--- src/include/srac_params.svh ---
/*
 * Register offsets, field positions and reset values for the consequent
 * action controller. Assumes inclusion by bare name from rtl/ sources.
 */
`ifndef SRAC_PARAMS_SVH
`define SRAC_PARAMS_SVH

// printed offsets are indices, byte address is four times the index
`define SRAC_IDX_RDI_EXT       8'h93
`define SRAC_IDX_LINE_AIS_DEFECT_CTRL     8'h94
`define SRAC_IDX_ERDI_CTRL     8'h92
`define SRAC_ADDR_RDI_EXT      10'h24c
`define SRAC_ADDR_LINE_AIS_DEFECT_CTRL    10'h250
`define SRAC_ADDR_ERDI_CTRL    10'h248
`define SRAC_ADDR_STATUS       10'h300

// extension register fields
`define SRAC_EXT_AISC_RDI      7
`define SRAC_EXT_AISC_ERDI     6
`define SRAC_EXT_GLOBAL        2
`define SRAC_EXT_UNEQ_RDI      1
`define SRAC_EXT_UNEQ_ERDI     0
`define SRAC_EXT_RESET         8'h03
`define SRAC_EXT_RD_MASK       8'hc3

// enhanced rdi control fields
`define SRAC_ER_LCD            7
`define SRAC_ER_ALM            6
`define SRAC_ER_PAIS           5
`define SRAC_ER_LABEL_MISMATCH           4
`define SRAC_ER_LOP            3
`define SRAC_ER_PTR_CONCAT_LOSS         2
`define SRAC_ER_TIU            1
`define SRAC_ER_TIM            0
`define SRAC_ER_RESET          8'h11

// line ais control fields
`define SRAC_LA_SD             7
`define SRAC_LA_SF             6
`define SRAC_LA_LOF            5
`define SRAC_LA_LOS            4
`define SRAC_LA_TIM            3
`define SRAC_LA_TIU            2
`define SRAC_LA_DCC            0
`define SRAC_LA_RESET          8'h30
`define SRAC_LA_RD_MASK        8'hfd

// g1 bits 5..7 codes, bit 5 msb of the triple
`define SRAC_G1_NONE           3'h0
`define SRAC_G1_CONN           3'h2
`define SRAC_G1_SERVER         3'h5
`define SRAC_G1_PAYLOAD        3'h6
`define SRAC_G1_RDI            3'h4

`endif

--- src/include/srac_pkg.sv ---
/*
 * Types for the consequent action controller.
 * Assumes srac_params.svh is on the include path.
 */
package srac_pkg;
	// receive side defect levels, one per detector
	typedef struct packed {
		logic signal_loss;
		logic frame_loss;
		logic line_ais_defect;
		logic ptr_loss;
		logic ptr_concat_loss;
		logic path_ais;
		logic ais_concat_event;
		logic label_mismatch;
		logic unequipped;
		logic cell_delin_loss;
		logic trace_unstable;
		logic trace_mismatch;
		logic sec_trace_unstable;
		logic sec_trace_mismatch;
		logic signal_fail;
		logic signal_degrade;
	} srac_defects_t;

	typedef enum logic [1:0] {
		SRAC_CLS_NONE,
		SRAC_CLS_LOW,
		SRAC_CLS_HIGH
	} srac_class_t;
endpackage

--- src/rtl/srac_consequent_ctrl.sv ---
/*
 * Consequent action controller: maps receive defects onto path rdi and
 * enhanced rdi codes for transmitted g1, and onto receive line ais and
 * dcc all-ones. Registers on an ahb-lite slave. Assumes defect inputs
 * and frame_start are synchronous to hclk and come from detectors
 * elsewhere; frame_start pulses once per frame.
 */
// Chosen here: the AHB-Lite slave port.
`timescale 1ns/1ps
`include "srac_params.svh"

module srac_consequent_ctrl
	import srac_pkg::*;
(
	input  wire logic          hclk,
	input  wire logic          hresetn,
	input  wire logic          hsel,
	input  wire logic [31:0]   haddr,
	input  wire logic [1:0]    htrans,
	input  wire logic          hwrite,
	input  wire logic [2:0]    hsize,
	input  wire logic [31:0]   hwdata,
	input  wire logic          hready,
	output logic      [31:0]   hrdata,
	output logic               hreadyout,
	output logic               hresp,
	input  wire srac_defects_t defects,
	input  wire logic          frame_start,
	input  wire logic          section_dcc_in,
	input  wire logic          line_dcc_in,
	output logic      [2:0]    g1_rdi_bits,
	output logic               path_rdi,
	output logic               rx_line_ais,
	output logic               section_dcc_out,
	output logic               line_dcc_out
);

	logic [7:0]  ext_ctrl;
	logic [7:0]  erdi_ctrl;
	logic [7:0]  line_ais_defect_ctrl;
	logic        wr_pend;
	logic [9:0]  wr_addr;
	logic        rd_pend;
	logic [9:0]  rd_addr;
	logic        enhanced_rdi_global_en;
	logic        ptr_concat_loss_erdi_en;
	logic        ptr_loss_erdi_en;
	logic        label_mismatch_erdi_en;
	logic        path_ais_erdi_en;
	logic        line_alarm_erdi_en;
	logic        cell_delin_loss_erdi_en;
	logic        trace_unstable_erdi_en;
	logic        trace_mismatch_erdi_en;
	logic        unequipped_erdi_en;
	logic        unequipped_rdi_en;
	logic        ais_concat_erdi_en;
	logic        ais_concat_rdi_en;
	logic        dcc_all_ones_en;
	logic        trace_unstable_ais_en;
	logic        trace_mismatch_ais_en;
	logic        signal_loss_ais_en;
	logic        frame_loss_ais_en;
	logic        signal_fail_ais_en;
	logic        signal_degrade_ais_en;
	logic        line_alarm;
	logic        hi_cause;
	logic        lo_cause;
	srac_class_t next_class;
	logic [2:0]  next_g1;
	logic        next_rdi;
	logic        next_ais;
	logic [31:0] next_rdata;
	logic        addr_ok;

	// register fields, named by what they steer
	assign enhanced_rdi_global_en  = ext_ctrl[`SRAC_EXT_GLOBAL];
	assign ais_concat_rdi_en       = ext_ctrl[`SRAC_EXT_AISC_RDI];
	assign ais_concat_erdi_en      = ext_ctrl[`SRAC_EXT_AISC_ERDI];
	assign unequipped_rdi_en       = ext_ctrl[`SRAC_EXT_UNEQ_RDI];
	assign unequipped_erdi_en      = ext_ctrl[`SRAC_EXT_UNEQ_ERDI];
	assign cell_delin_loss_erdi_en = erdi_ctrl[`SRAC_ER_LCD];
	assign line_alarm_erdi_en      = erdi_ctrl[`SRAC_ER_ALM];
	assign path_ais_erdi_en        = erdi_ctrl[`SRAC_ER_PAIS];
	assign label_mismatch_erdi_en  = erdi_ctrl[`SRAC_ER_LABEL_MISMATCH];
	assign ptr_loss_erdi_en        = erdi_ctrl[`SRAC_ER_LOP];
	assign ptr_concat_loss_erdi_en = erdi_ctrl[`SRAC_ER_PTR_CONCAT_LOSS];
	assign trace_unstable_erdi_en  = erdi_ctrl[`SRAC_ER_TIU];
	assign trace_mismatch_erdi_en  = erdi_ctrl[`SRAC_ER_TIM];
	assign signal_degrade_ais_en   = line_ais_defect_ctrl[`SRAC_LA_SD];
	assign signal_fail_ais_en      = line_ais_defect_ctrl[`SRAC_LA_SF];
	assign frame_loss_ais_en       = line_ais_defect_ctrl[`SRAC_LA_LOF];
	assign signal_loss_ais_en      = line_ais_defect_ctrl[`SRAC_LA_LOS];
	assign trace_mismatch_ais_en   = line_ais_defect_ctrl[`SRAC_LA_TIM];
	assign trace_unstable_ais_en   = line_ais_defect_ctrl[`SRAC_LA_TIU];
	assign dcc_all_ones_en         = line_ais_defect_ctrl[`SRAC_LA_DCC];

	// server-class causes, all share code 01 in bits 6,7
	assign line_alarm = defects.signal_loss | defects.frame_loss
		| defects.line_ais_defect;
	always_comb begin
		hi_cause = 1'b0;
		hi_cause = hi_cause | (ptr_concat_loss_erdi_en
			& defects.ptr_concat_loss);
		hi_cause = hi_cause | (ptr_loss_erdi_en & defects.ptr_loss);
		hi_cause = hi_cause | (path_ais_erdi_en & defects.path_ais);
		hi_cause = hi_cause | (line_alarm_erdi_en & line_alarm);
		hi_cause = hi_cause | (ais_concat_erdi_en
			& defects.ais_concat_event);
	end

	// payload and connectivity causes, code 10 in bits 6,7
	always_comb begin
		lo_cause = 1'b0;
		lo_cause = lo_cause | (label_mismatch_erdi_en
			& defects.label_mismatch);
		lo_cause = lo_cause | (cell_delin_loss_erdi_en
			& defects.cell_delin_loss);
		lo_cause = lo_cause | (unequipped_erdi_en
			& defects.unequipped);
		lo_cause = lo_cause | (trace_mismatch_erdi_en
			& defects.trace_mismatch);
		lo_cause = lo_cause | (trace_unstable_erdi_en
			& defects.trace_unstable);
	end

	// class choice and g1 code; the server class wins outright
	always_comb begin
		next_class = SRAC_CLS_NONE;
		if (hi_cause) begin
			next_class = SRAC_CLS_HIGH;
		end else if (lo_cause) begin
			next_class = SRAC_CLS_LOW;
		end
		if (!enhanced_rdi_global_en) begin
			next_class = SRAC_CLS_NONE;
		end
		case (next_class)
			SRAC_CLS_HIGH: next_g1 = `SRAC_G1_SERVER;
			SRAC_CLS_LOW:  next_g1 = `SRAC_G1_PAYLOAD;
			default:       next_g1 = `SRAC_G1_NONE;
		endcase
	end

	// plain path rdi causes held in the extension register
	always_comb begin
		next_rdi = 1'b0;
		next_rdi = next_rdi | (unequipped_rdi_en
			& defects.unequipped);
		next_rdi = next_rdi | (ais_concat_rdi_en
			& defects.ais_concat_event);
	end

	// receive line ais causes
	always_comb begin
		next_ais = 1'b0;
		next_ais = next_ais | (trace_unstable_ais_en
			& defects.sec_trace_unstable);
		next_ais = next_ais | (trace_mismatch_ais_en
			& defects.sec_trace_mismatch);
		next_ais = next_ais | (signal_loss_ais_en
			& defects.signal_loss);
		next_ais = next_ais | (frame_loss_ais_en
			& defects.frame_loss);
		next_ais = next_ais | (signal_fail_ais_en
			& defects.signal_fail);
		next_ais = next_ais | (signal_degrade_ais_en
			& defects.signal_degrade);
	end

	// g1 code and path rdi change only on frame boundaries so a
	// transmitted overhead byte never carries a half-updated code
	always_ff @(posedge hclk or negedge hresetn) begin
		if (!hresetn) begin
			g1_rdi_bits <= `SRAC_G1_NONE;
			path_rdi    <= 1'b0;
		end else if (frame_start) begin
			g1_rdi_bits <= next_g1;
			path_rdi    <= next_rdi;
		end
	end

	// line ais follows defects every clock; downstream aligns to frame
	always_ff @(posedge hclk or negedge hresetn) begin
		if (!hresetn) begin
			rx_line_ais <= 1'b0;
		end else begin
			rx_line_ais <= next_ais;
		end
	end

	// dcc all-ones, registered to keep outputs off combinational paths
	always_ff @(posedge hclk or negedge hresetn) begin
		if (!hresetn) begin
			section_dcc_out <= 1'b0;
			line_dcc_out    <= 1'b0;
		end else begin
			section_dcc_out <= section_dcc_in | (dcc_all_ones_en
				& (defects.signal_loss | defects.frame_loss));
			line_dcc_out    <= line_dcc_in | (dcc_all_ones_en
				& line_alarm);
		end
	end

	// ahb address phase capture; zero wait states
	always_ff @(posedge hclk or negedge hresetn) begin
		if (!hresetn) begin
			wr_pend <= 1'b0;
			rd_pend <= 1'b0;
			wr_addr <= 10'h000;
			rd_addr <= 10'h000;
		end else if (hready) begin
			wr_pend <= hsel & htrans[1] & hwrite;
			rd_pend <= hsel & htrans[1] & ~hwrite;
			wr_addr <= haddr[9:0];
			rd_addr <= haddr[9:0];
		end
	end

	// register writes in the data phase; unmapped writes are dropped
	always_ff @(posedge hclk or negedge hresetn) begin
		if (!hresetn) begin
			ext_ctrl  <= `SRAC_EXT_RESET;
			erdi_ctrl <= `SRAC_ER_RESET;
			line_ais_defect_ctrl <= `SRAC_LA_RESET;
		end else if (wr_pend) begin
			case (wr_addr)
				`SRAC_ADDR_RDI_EXT:   ext_ctrl  <= hwdata[7:0] & 8'hc7;
				`SRAC_ADDR_ERDI_CTRL: erdi_ctrl <= hwdata[7:0];
				`SRAC_ADDR_LINE_AIS_DEFECT_CTRL: line_ais_defect_ctrl <= hwdata[7:0] & 8'hfd;
				default: ;
			endcase
		end
	end

	// read mux; the global enable is write-only and reads zero
	always_comb begin
		next_rdata = 32'h0000_0000;
		addr_ok = 1'b1;
		case (haddr[9:0])
			`SRAC_ADDR_RDI_EXT:
				next_rdata[7:0] = ext_ctrl & `SRAC_EXT_RD_MASK;
			`SRAC_ADDR_ERDI_CTRL:
				next_rdata[7:0] = erdi_ctrl;
			`SRAC_ADDR_LINE_AIS_DEFECT_CTRL:
				next_rdata[7:0] = line_ais_defect_ctrl & `SRAC_LA_RD_MASK;
			`SRAC_ADDR_STATUS:
				next_rdata[7:0] = {2'h0, line_dcc_out, section_dcc_out,
					rx_line_ais, g1_rdi_bits[1:0] == 2'h0 ? path_rdi :
					path_rdi, g1_rdi_bits[1:0]};
			default:
				addr_ok = 1'b0;
		endcase
	end

	// read data registered at the address phase, valid in data phase
	always_ff @(posedge hclk or negedge hresetn) begin
		if (!hresetn) begin
			hrdata    <= 32'h0000_0000;
			hreadyout <= 1'b1;
			hresp     <= 1'b0;
		end else begin
			hreadyout <= 1'b1;
			hresp     <= 1'b0;
			if (hready && hsel && htrans[1] && !hwrite && addr_ok) begin
				hrdata <= next_rdata;
			end else if (hready) begin
				hrdata <= 32'h0000_0000;
			end
		end
	end

endmodule

--- config.mk ---
export PLATFORM = sky130hd
export DESIGN_NAME = srac_consequent_ctrl
export DESIGN_NICKNAME = d
export VERILOG_FILES = /design/src/include/srac_pkg.sv /design/src/rtl/srac_consequent_ctrl.sv
export VERILOG_INCLUDE_DIRS = /design/src /design/src/include
export SDC_FILE = /design/constraint.sdc
export NUM_CORES = 1
export LEC_CHECK = 0
export ABC_AREA = 1
export BUFFER_PORTS_ARGS = -buffer_cell sky130_fd_sc_hd__clkbuf_2
export CORE_ASPECT_RATIO = 2
export CORE_MARGIN = 1.5
export CORE_UTILIZATION = 35
export DETAILED_ROUTE_END_ITERATION = 10
export GPL_TIMING_DRIVEN = 0
export PLACE_DENSITY = 0.66
export SLEW_MARGIN = 20
export SYNTH_ARGS = -nofsm -noshare
export SYNTH_HDL_FRONTEND = slang
export SYNTH_SLANG_ARGS = --single-unit
--- constraint.sdc ---
create_clock -name hclk -period 1.4 [get_ports hclk]
set_input_delay 0.21 -clock hclk [delete_from_list [all_inputs] [get_ports hclk]]
set_output_delay 0.21 -clock hclk [all_outputs]
set_load 0.03 [all_outputs]
==> results.yml, run 1 <==
setup_path:
  r2r_cells: 9
  cp.required_ps: 1580
  critPathKind: "register to register"
  crit_slowest_cell: "dfstp_2"
  endpoint_kind: "register"
  rrSetupSlack_ps: -60
  crit_cells: 9
  cp_num_buf_inv: 0
  startpoint_type: "register"
  path_max_fanout: 2
  reg2reg_from: "erdi_ctrl[4]"
  rr_endpoint: "g1_rdi_bits[2]"
  crit_arrival_ps: 1630
  cp_top_family: "flip-flops"
  crit_path_cell_trace: "nand2_2 -> nand2_1 -> a21oi_1 -> nand2_1 -> a21oi_1 -> nor2_1 -> nand2_1 -> ha_2 -> o21ai_1"
  crit_top_cell: "nand2_1"
  max_stage_delay_ps: 560
cts:
  clock_path_buffers: 2
  clk_pin_slew_worst_paths_ps: 60
  cts_tree: "yes"
  root_buffer: "clkbuf_16"
  cts_made_buffers: 5
  clock_sinks: 46
  clkLatencyLatePin_ps: 290
  htreeDepth: 2
pwr:
  peakVddDrop_mv: 0.8156
  clkPwrFrac_pct: 41.1
  total_power_mw: 3.248
  power_frac_seq_pct: 44.0
  internal_power_mw: 2.396
  pwr_density_cell_nw_per_um2: 935.9
  p_leak_nw: 1.993
  combPwrFrac_pct: 14.9
  p_sw_share_pct: 26.24
  power_switching_uw: 852.5
sta:
  clock_skew_ps: 4.240
  grt_setup_unrepaired: "yes"
  relSlewSlack_pct: 57.29
  fin_crit_sh_pct: 104.0
  fmax_ghz: 0.6866
  tightest_slew_ps: 640.7
  drv_slew: 0
  setup_viol: 8
  fin_crit_ps: 1457
  hold_violations: 0
  timing.final.ws_setup_ps: -56.55
  finalSetupTns_ps: -148.7
floorplan:
  dieWidth_um: 63.76
  core_area_um2: 7212
  start_util_pct: 35.83
  die_area_um2: 7938
  fp.dieH_um: 124.5
  num_rows: 44
  pin_count: 134
global_route:
  grt_start_max_net_pins: 47
  antenna_found_initial: 0
  grt_usage_pct: 18.10
  grt-ovfl-total: 0
  grt_pass1_vias: 2321
  grt_pass1_wl_mm: 10.94
yosys:
  synth_top_area_share_pct: 38.74
  syn_area_um2: 2584
  ys_types: 30
  yosys.area_share.simple_pct: 30.22
  synth_top_family_by_area: "simple AND/OR/NAND/NOR gates"
  yosysMostFrequentCell: "nand2_1"
  synthFlopType: "dfrtp_1"
  syn_area_per_cell_um2: 7.877
  synthMuxAreaShare_pct: 0
  synth.ff_latch_count: 46
  synth-xor-area-share_pct: 0
  yosysWarnings: 0
  synth_largest_area_cell: "dfrtp_1"
  syn_inst: 328
  yosys-top-cells-area: "dfrtp_1, nand2_1, buf_4, dfstp_2, inv_1"
  synth_compound_area_share_pct: 9.395
  yosys.area_share.adder_pct: 0.9685
  seq_area_frac_synth_pct: 44.84
  synth-edff-count: 0
  ys_async_sr_fraction_pct: 100.0
  synthTopCellsByCount: "nand2_1, dfrtp_1, inv_1"
status:
  violations: "negative setup slack"
  status: "finished, violations left"
final_layout:
  seq_area_um2: 1159
  fillers: 724
  nets: 526
  syn_to_final_growth_pct: 34.33
  multiInputGateArea_um2: 1241
  layout-drive-gt1-share_pct: 38.19
  diodes: 0
  stdcell_area_um2: 3471
detailed_routing:
  routedWlPerCell_um: 13.43
  drtPass1Iterations: 4
  vias: 2407
  routed_via_density: 4.594
  antenna_left: 0
  drt-total-wl_mm: 7.037
  drtIter0Drc: 69
  drcViolationCount: 0
flow_run:
  drv_cap: 0
hold_path:
  hold_path_class: "input pin to register"
  worst_hold_path.endpoint: "rx_line_ais"
  hold_depth: 3
  hold_path.startpoint: "defects[1]"
place:
  gp_congestion: 0.8809
  dp_hpwl_mm: 5.190
  place_area_um2: 3077
  port-buffer-count: 57
[worst reg2reg max path, stage by stage (launching register included)]
cell and delay (ps):
dfstp_2 560, nand2_2 60, nand2_1 60, a21oi_1 40, nand2_1 60, a21oi_1 40, nor2_1 80, nand2_1 70
ha_2 320, o21ai_1 50
[through the flow]
step	instances	hold WS (ps)	worst slack (ps)	util [%]
6_report	524	132.2	-56.55	48.13
5_1_grt	524	124.4	-139.4	48.13
4_1_cts	517	126.5	-58.43	45.82
3_5_place_dp	501	294.0	-224.8	42.66
3_3_place_gp	501	421.5	-223.5	42.63
2_1_floorplan	352	-85.59	40.65	-
[flip-flops by register name, indices dropped and copies added, names as in the netlist]
name,cells
wr_pend,1
path_rdi,1
rx_line_ais,1
line_ais_defect_ctrl,7
erdi_ctrl,8
line_dcc_out,1
wr_addr,10
ext_ctrl,5
section_dcc_out,1
hrdata,8
g1_rdi_bits,3
[power groups by stage]
stage	sequential, mW	combinational [mW]	clock, mW
6_report	1.43	0.483	1.34
5_1_grt	1.43	0.529	1.41
4_1_cts	1.42	0.460	1.37
3_5_place_dp	1.45	0.450	0
3_3_place_gp	1.44	0.444	0
2_1_floorplan	1.45	0.287	0
[area by class of cell]
cell class,count,share of cell area (%)
inverter,40,4.326
clock buffer,7,3.821
sequential,46,33.38
timing repair buffer,71,12.11
multi-input combinational,237,35.76
buffer,30,6.417
tap,92,3.316
clock inverter,1,0.8652
[per-layer routing]
layer	wire [um]	part of all wire (%)	track usage, %	up-vias
met5	0	0	0	-
met4	472	6.7	14.32	0
met3	351	5.0	3.342	33
met2	3765	54	32.45	96
met1	2447	35	17.36	1087
li1	-	-	-	1191
[how the worst max path moves through the flow]
stage                             from             end  slack [ps]
after floorplan           erdi_ctrl[4]  g1_rdi_bits[2]          40
after global routing      erdi_ctrl[7]  g1_rdi_bits[2]        -140
final                     erdi_ctrl[4]  g1_rdi_bits[2]         -60
after detailed placement   defects[14]  g1_rdi_bits[2]        -220
after CTS                 erdi_ctrl[4]  g1_rdi_bits[2]         -60
after global placement     defects[14]  g1_rdi_bits[2]        -220
[cells by family (layout without fill, tap and decap cells)]
group | Yosys count | after routing
AO/OA/AOI/OAI | 40 | 40
adder cells (fa/ha/maj) | 2 | 2
buffers and inverters | 70 | 149
flip-flops | 46 | 46
other | 2 | 26
AND/OR/NAND/NOR | 168 | 169
[repair_timing]
| item | in CTS | in global routing |
|---|---|---|
| hold buffers | 1 | 0 |
| pin swaps | 5 | 5 |
| gates resized for setup | 2 | 30 |
| endpoints found under the hold margin | 40 | 0 |
| setup buffers | 7 | 5 |
| gates cloned | 0 | 2 |
| setup endpoints to repair | 15 | 15 |
[cells in the final DEF, fill, tap and decap left out, types with 9 or more instances in the layout]
| master | instances |
|---|---|
| o21ai_0 | 11 |
| conb_1 | 26 |
| nor2_1 | 16 |
| nand2_1 | 91 |
| nand2_2 | 13 |
| clkbuf_2 | 56 |
| o21ai_2 | 9 |
| o21ai_1 | 12 |
| dfrtp_1 | 40 |
| inv_2 | 10 |
| inv_1 | 29 |
| buf_4 | 36 |
| nand3_1 | 23 |
Note: power is estimated with default switching activity, not from simulation.
==> inputs of run 2 (changes only) <==
- SETUP_SLACK_MARGIN: not set -> 0.02
==> results.yml, run 2 (same netlist as run 1, synthesis figures left out) <==
status:
  status: "finished, violations left"
  violations: "negative setup slack"
final_layout:
  final_cell_mix: "nand2_1, clkbuf_2, dfrtp_1"
  layout-drive-gt1-share_pct: 38.80
  fillers: 723
  layout.cells.non_filler: 525
  diodes: 0
  layout_commonest_cell: "nand2_1"
  stdcell_area_um2: 3493
  largest_reg_flops: 10
  post-route-util_pct: 48.44
  syn_to_final_growth_pct: 35.21
  largest-register: "wr_addr"
  largestRegisters: "wr_addr x10, erdi_ctrl x8, hrdata x8"
  nets: 527
sta:
  tightest_slew_ps: 640.1
  grt_setup_unrepaired: "yes"
  finalSetupTns_ps: -124.4
  drv_slew: 0
  fin_crit_ps: 1456
  relSlewSlack_pct: 57.33
  clock_skew_ps: 4.136
  hold_violations: 0
  fin_crit_sh_pct: 104.0
  setup_viol: 5
  holdWs_ps: 132.3
  fmax_ghz: 0.6866
  timing.final.ws_setup_ps: -56.48
setup_path:
  crit_arrival_ps: 1630
  rrSetupSlack_ps: -60
  crit_slowest_cell: "dfstp_2"
  cp.required_ps: 1580
  crit_path_cell_trace: "nand2_2 -> nand2_1 -> a21oi_1 -> nand2_1 -> a21oi_1 -> nor2_1 -> nand2_1 -> ha_2 -> o21ai_1"
  endpoint_kind: "register"
  rr_endpoint: "g1_rdi_bits[2]"
  critPathKind: "register to register"
  r2r_cells: 9
  path_max_fanout: 2
  reg2reg_from: "erdi_ctrl[4]"
  max_stage_delay_ps: 570
  crit_top_cell: "nand2_1"
  startpoint_type: "register"
place:
  placed_cells: 501
  place_area_um2: 3077
  port-buffer-count: 57
  gp_congestion: 0.8809
  dp_hpwl_mm: 5.190
  dp_slack_ps: -224.8
hold_path:
  hold_path_class: "input pin to register"
  hold_path.startpoint: "defects[1]"
  hold_depth: 3
  worst_hold_path.endpoint: "rx_line_ais"
cts:
  cts_tree: "yes"
  clock_sinks: 46
  htreeDepth: 2
  root_buffer: "clkbuf_16"
  clk_pin_slew_worst_paths_ps: 60
  clock_path_buffers: 2
  cts_made_buffers: 5
  clkLatencyLatePin_ps: 290
floorplan:
  dieWidth_um: 63.76
  num_rows: 44
  die_area_um2: 7938
  core_area_um2: 7212
  pin_count: 134
  start_util_pct: 35.83
  fp.dieH_um: 124.5
detailed_routing:
  drt-total-wl_mm: 7.024
  drtIter0Drc: 87
  routedWlPerCell_um: 13.38
  routed_via_density: 4.596
  vias: 2413
  drtPass1Iterations: 4
  drcViolationCount: 0
  antenna_left: 0
pwr:
  p_sw_share_pct: 26.32
  p_leak_nw: 1.982
  clkPwrFrac_pct: 41.2
  total_power_mw: 3.252
  internal_power_mw: 2.396
  pwr_density_cell_nw_per_um2: 931.0
  power_switching_uw: 855.9
  power_frac_seq_pct: 43.9
  combPwrFrac_pct: 14.9
  peakVddDrop_mv: 0.8218
global_route:
  grt_pass1_vias: 2321
  grt_start_max_net_pins: 47
  grt_pass1_wl_mm: 10.94
  grt-ovfl-total: 0
  met3_usage_pct: 3.342
  met1_usage_pct: 17.36
  top_usage_layer: "met2"
  grt_usage_pct: 18.10
  antenna_found_initial: 0
  met2_usage_pct: 32.45
flow_run:
  drv_cap: 0
==> run 2: area by class of cell <==
cell class              count  area [um^2]  area share [%]
clock inverters             1        30.03          0.8596
plain buffers              30        222.7           6.375
multi-input cells         237         1256           35.96
well taps                  92        115.1           3.295
clock buffers               7        132.6           3.797
repair buffers             72        427.9           12.25
inverters                  40        150.1           4.298
flip-flops and latches     46         1159           33.17
==> run 2: timing repair <==
action / in CTS / in global routing
hold buffers: 1 / 0
pin swaps: 5 / 5
gates resized for setup: 2 / 33
hold endpoints to repair: 40 / 0
setup buffers: 7 / 6
endpoints found under the setup margin: 17 / 18
cloned: 0 / 2
==> run 2: worst max path at each step <==
stage / start / to / slack, ps
5_1_grt: erdi_ctrl[7] / g1_rdi_bits[2] / -140
3_5_place_dp: defects[14] / g1_rdi_bits[2] / -220
4_1_cts: erdi_ctrl[4] / g1_rdi_bits[2] / -60
6_report: erdi_ctrl[4] / g1_rdi_bits[2] / -60
2_1_floorplan: erdi_ctrl[4] / g1_rdi_bits[2] / 40
3_3_place_gp: defects[14] / g1_rdi_bits[2] / -220
==> run 2: power by group through the flow <==
stage	Sequential, mW	Clock [mW]	Combinational [mW]
2_1_floorplan	1.45	0	0.287
3_3_place_gp	1.44	0	0.444
3_5_place_dp	1.45	0	0.450
4_1_cts	1.42	1.37	0.460
5_1_grt	1.43	1.41	0.531
6_report	1.43	1.34	0.485
==> run 2: per-layer routing <==
| layer | share of wire [%] | routed length [um] | up-vias |
|---|---|---|---|
| met2 | 54 | 3805 | 91 |
| met4 | 6.0 | 420 | 0 |
| met3 | 4.8 | 338 | 29 |
| met5 | 0 | 0 | - |
| met1 | 35 | 2460 | 1099 |
| li1 | - | - | 1194 |
==> run 2: critical path: cells and delay by family (launching register included) <==
family                     cells  cell delay (ps)
adders and majority gates      1              320
AOI/OAI and AO/OA              3              130
DFF                            1              570
and+or+nand+nor                5              330
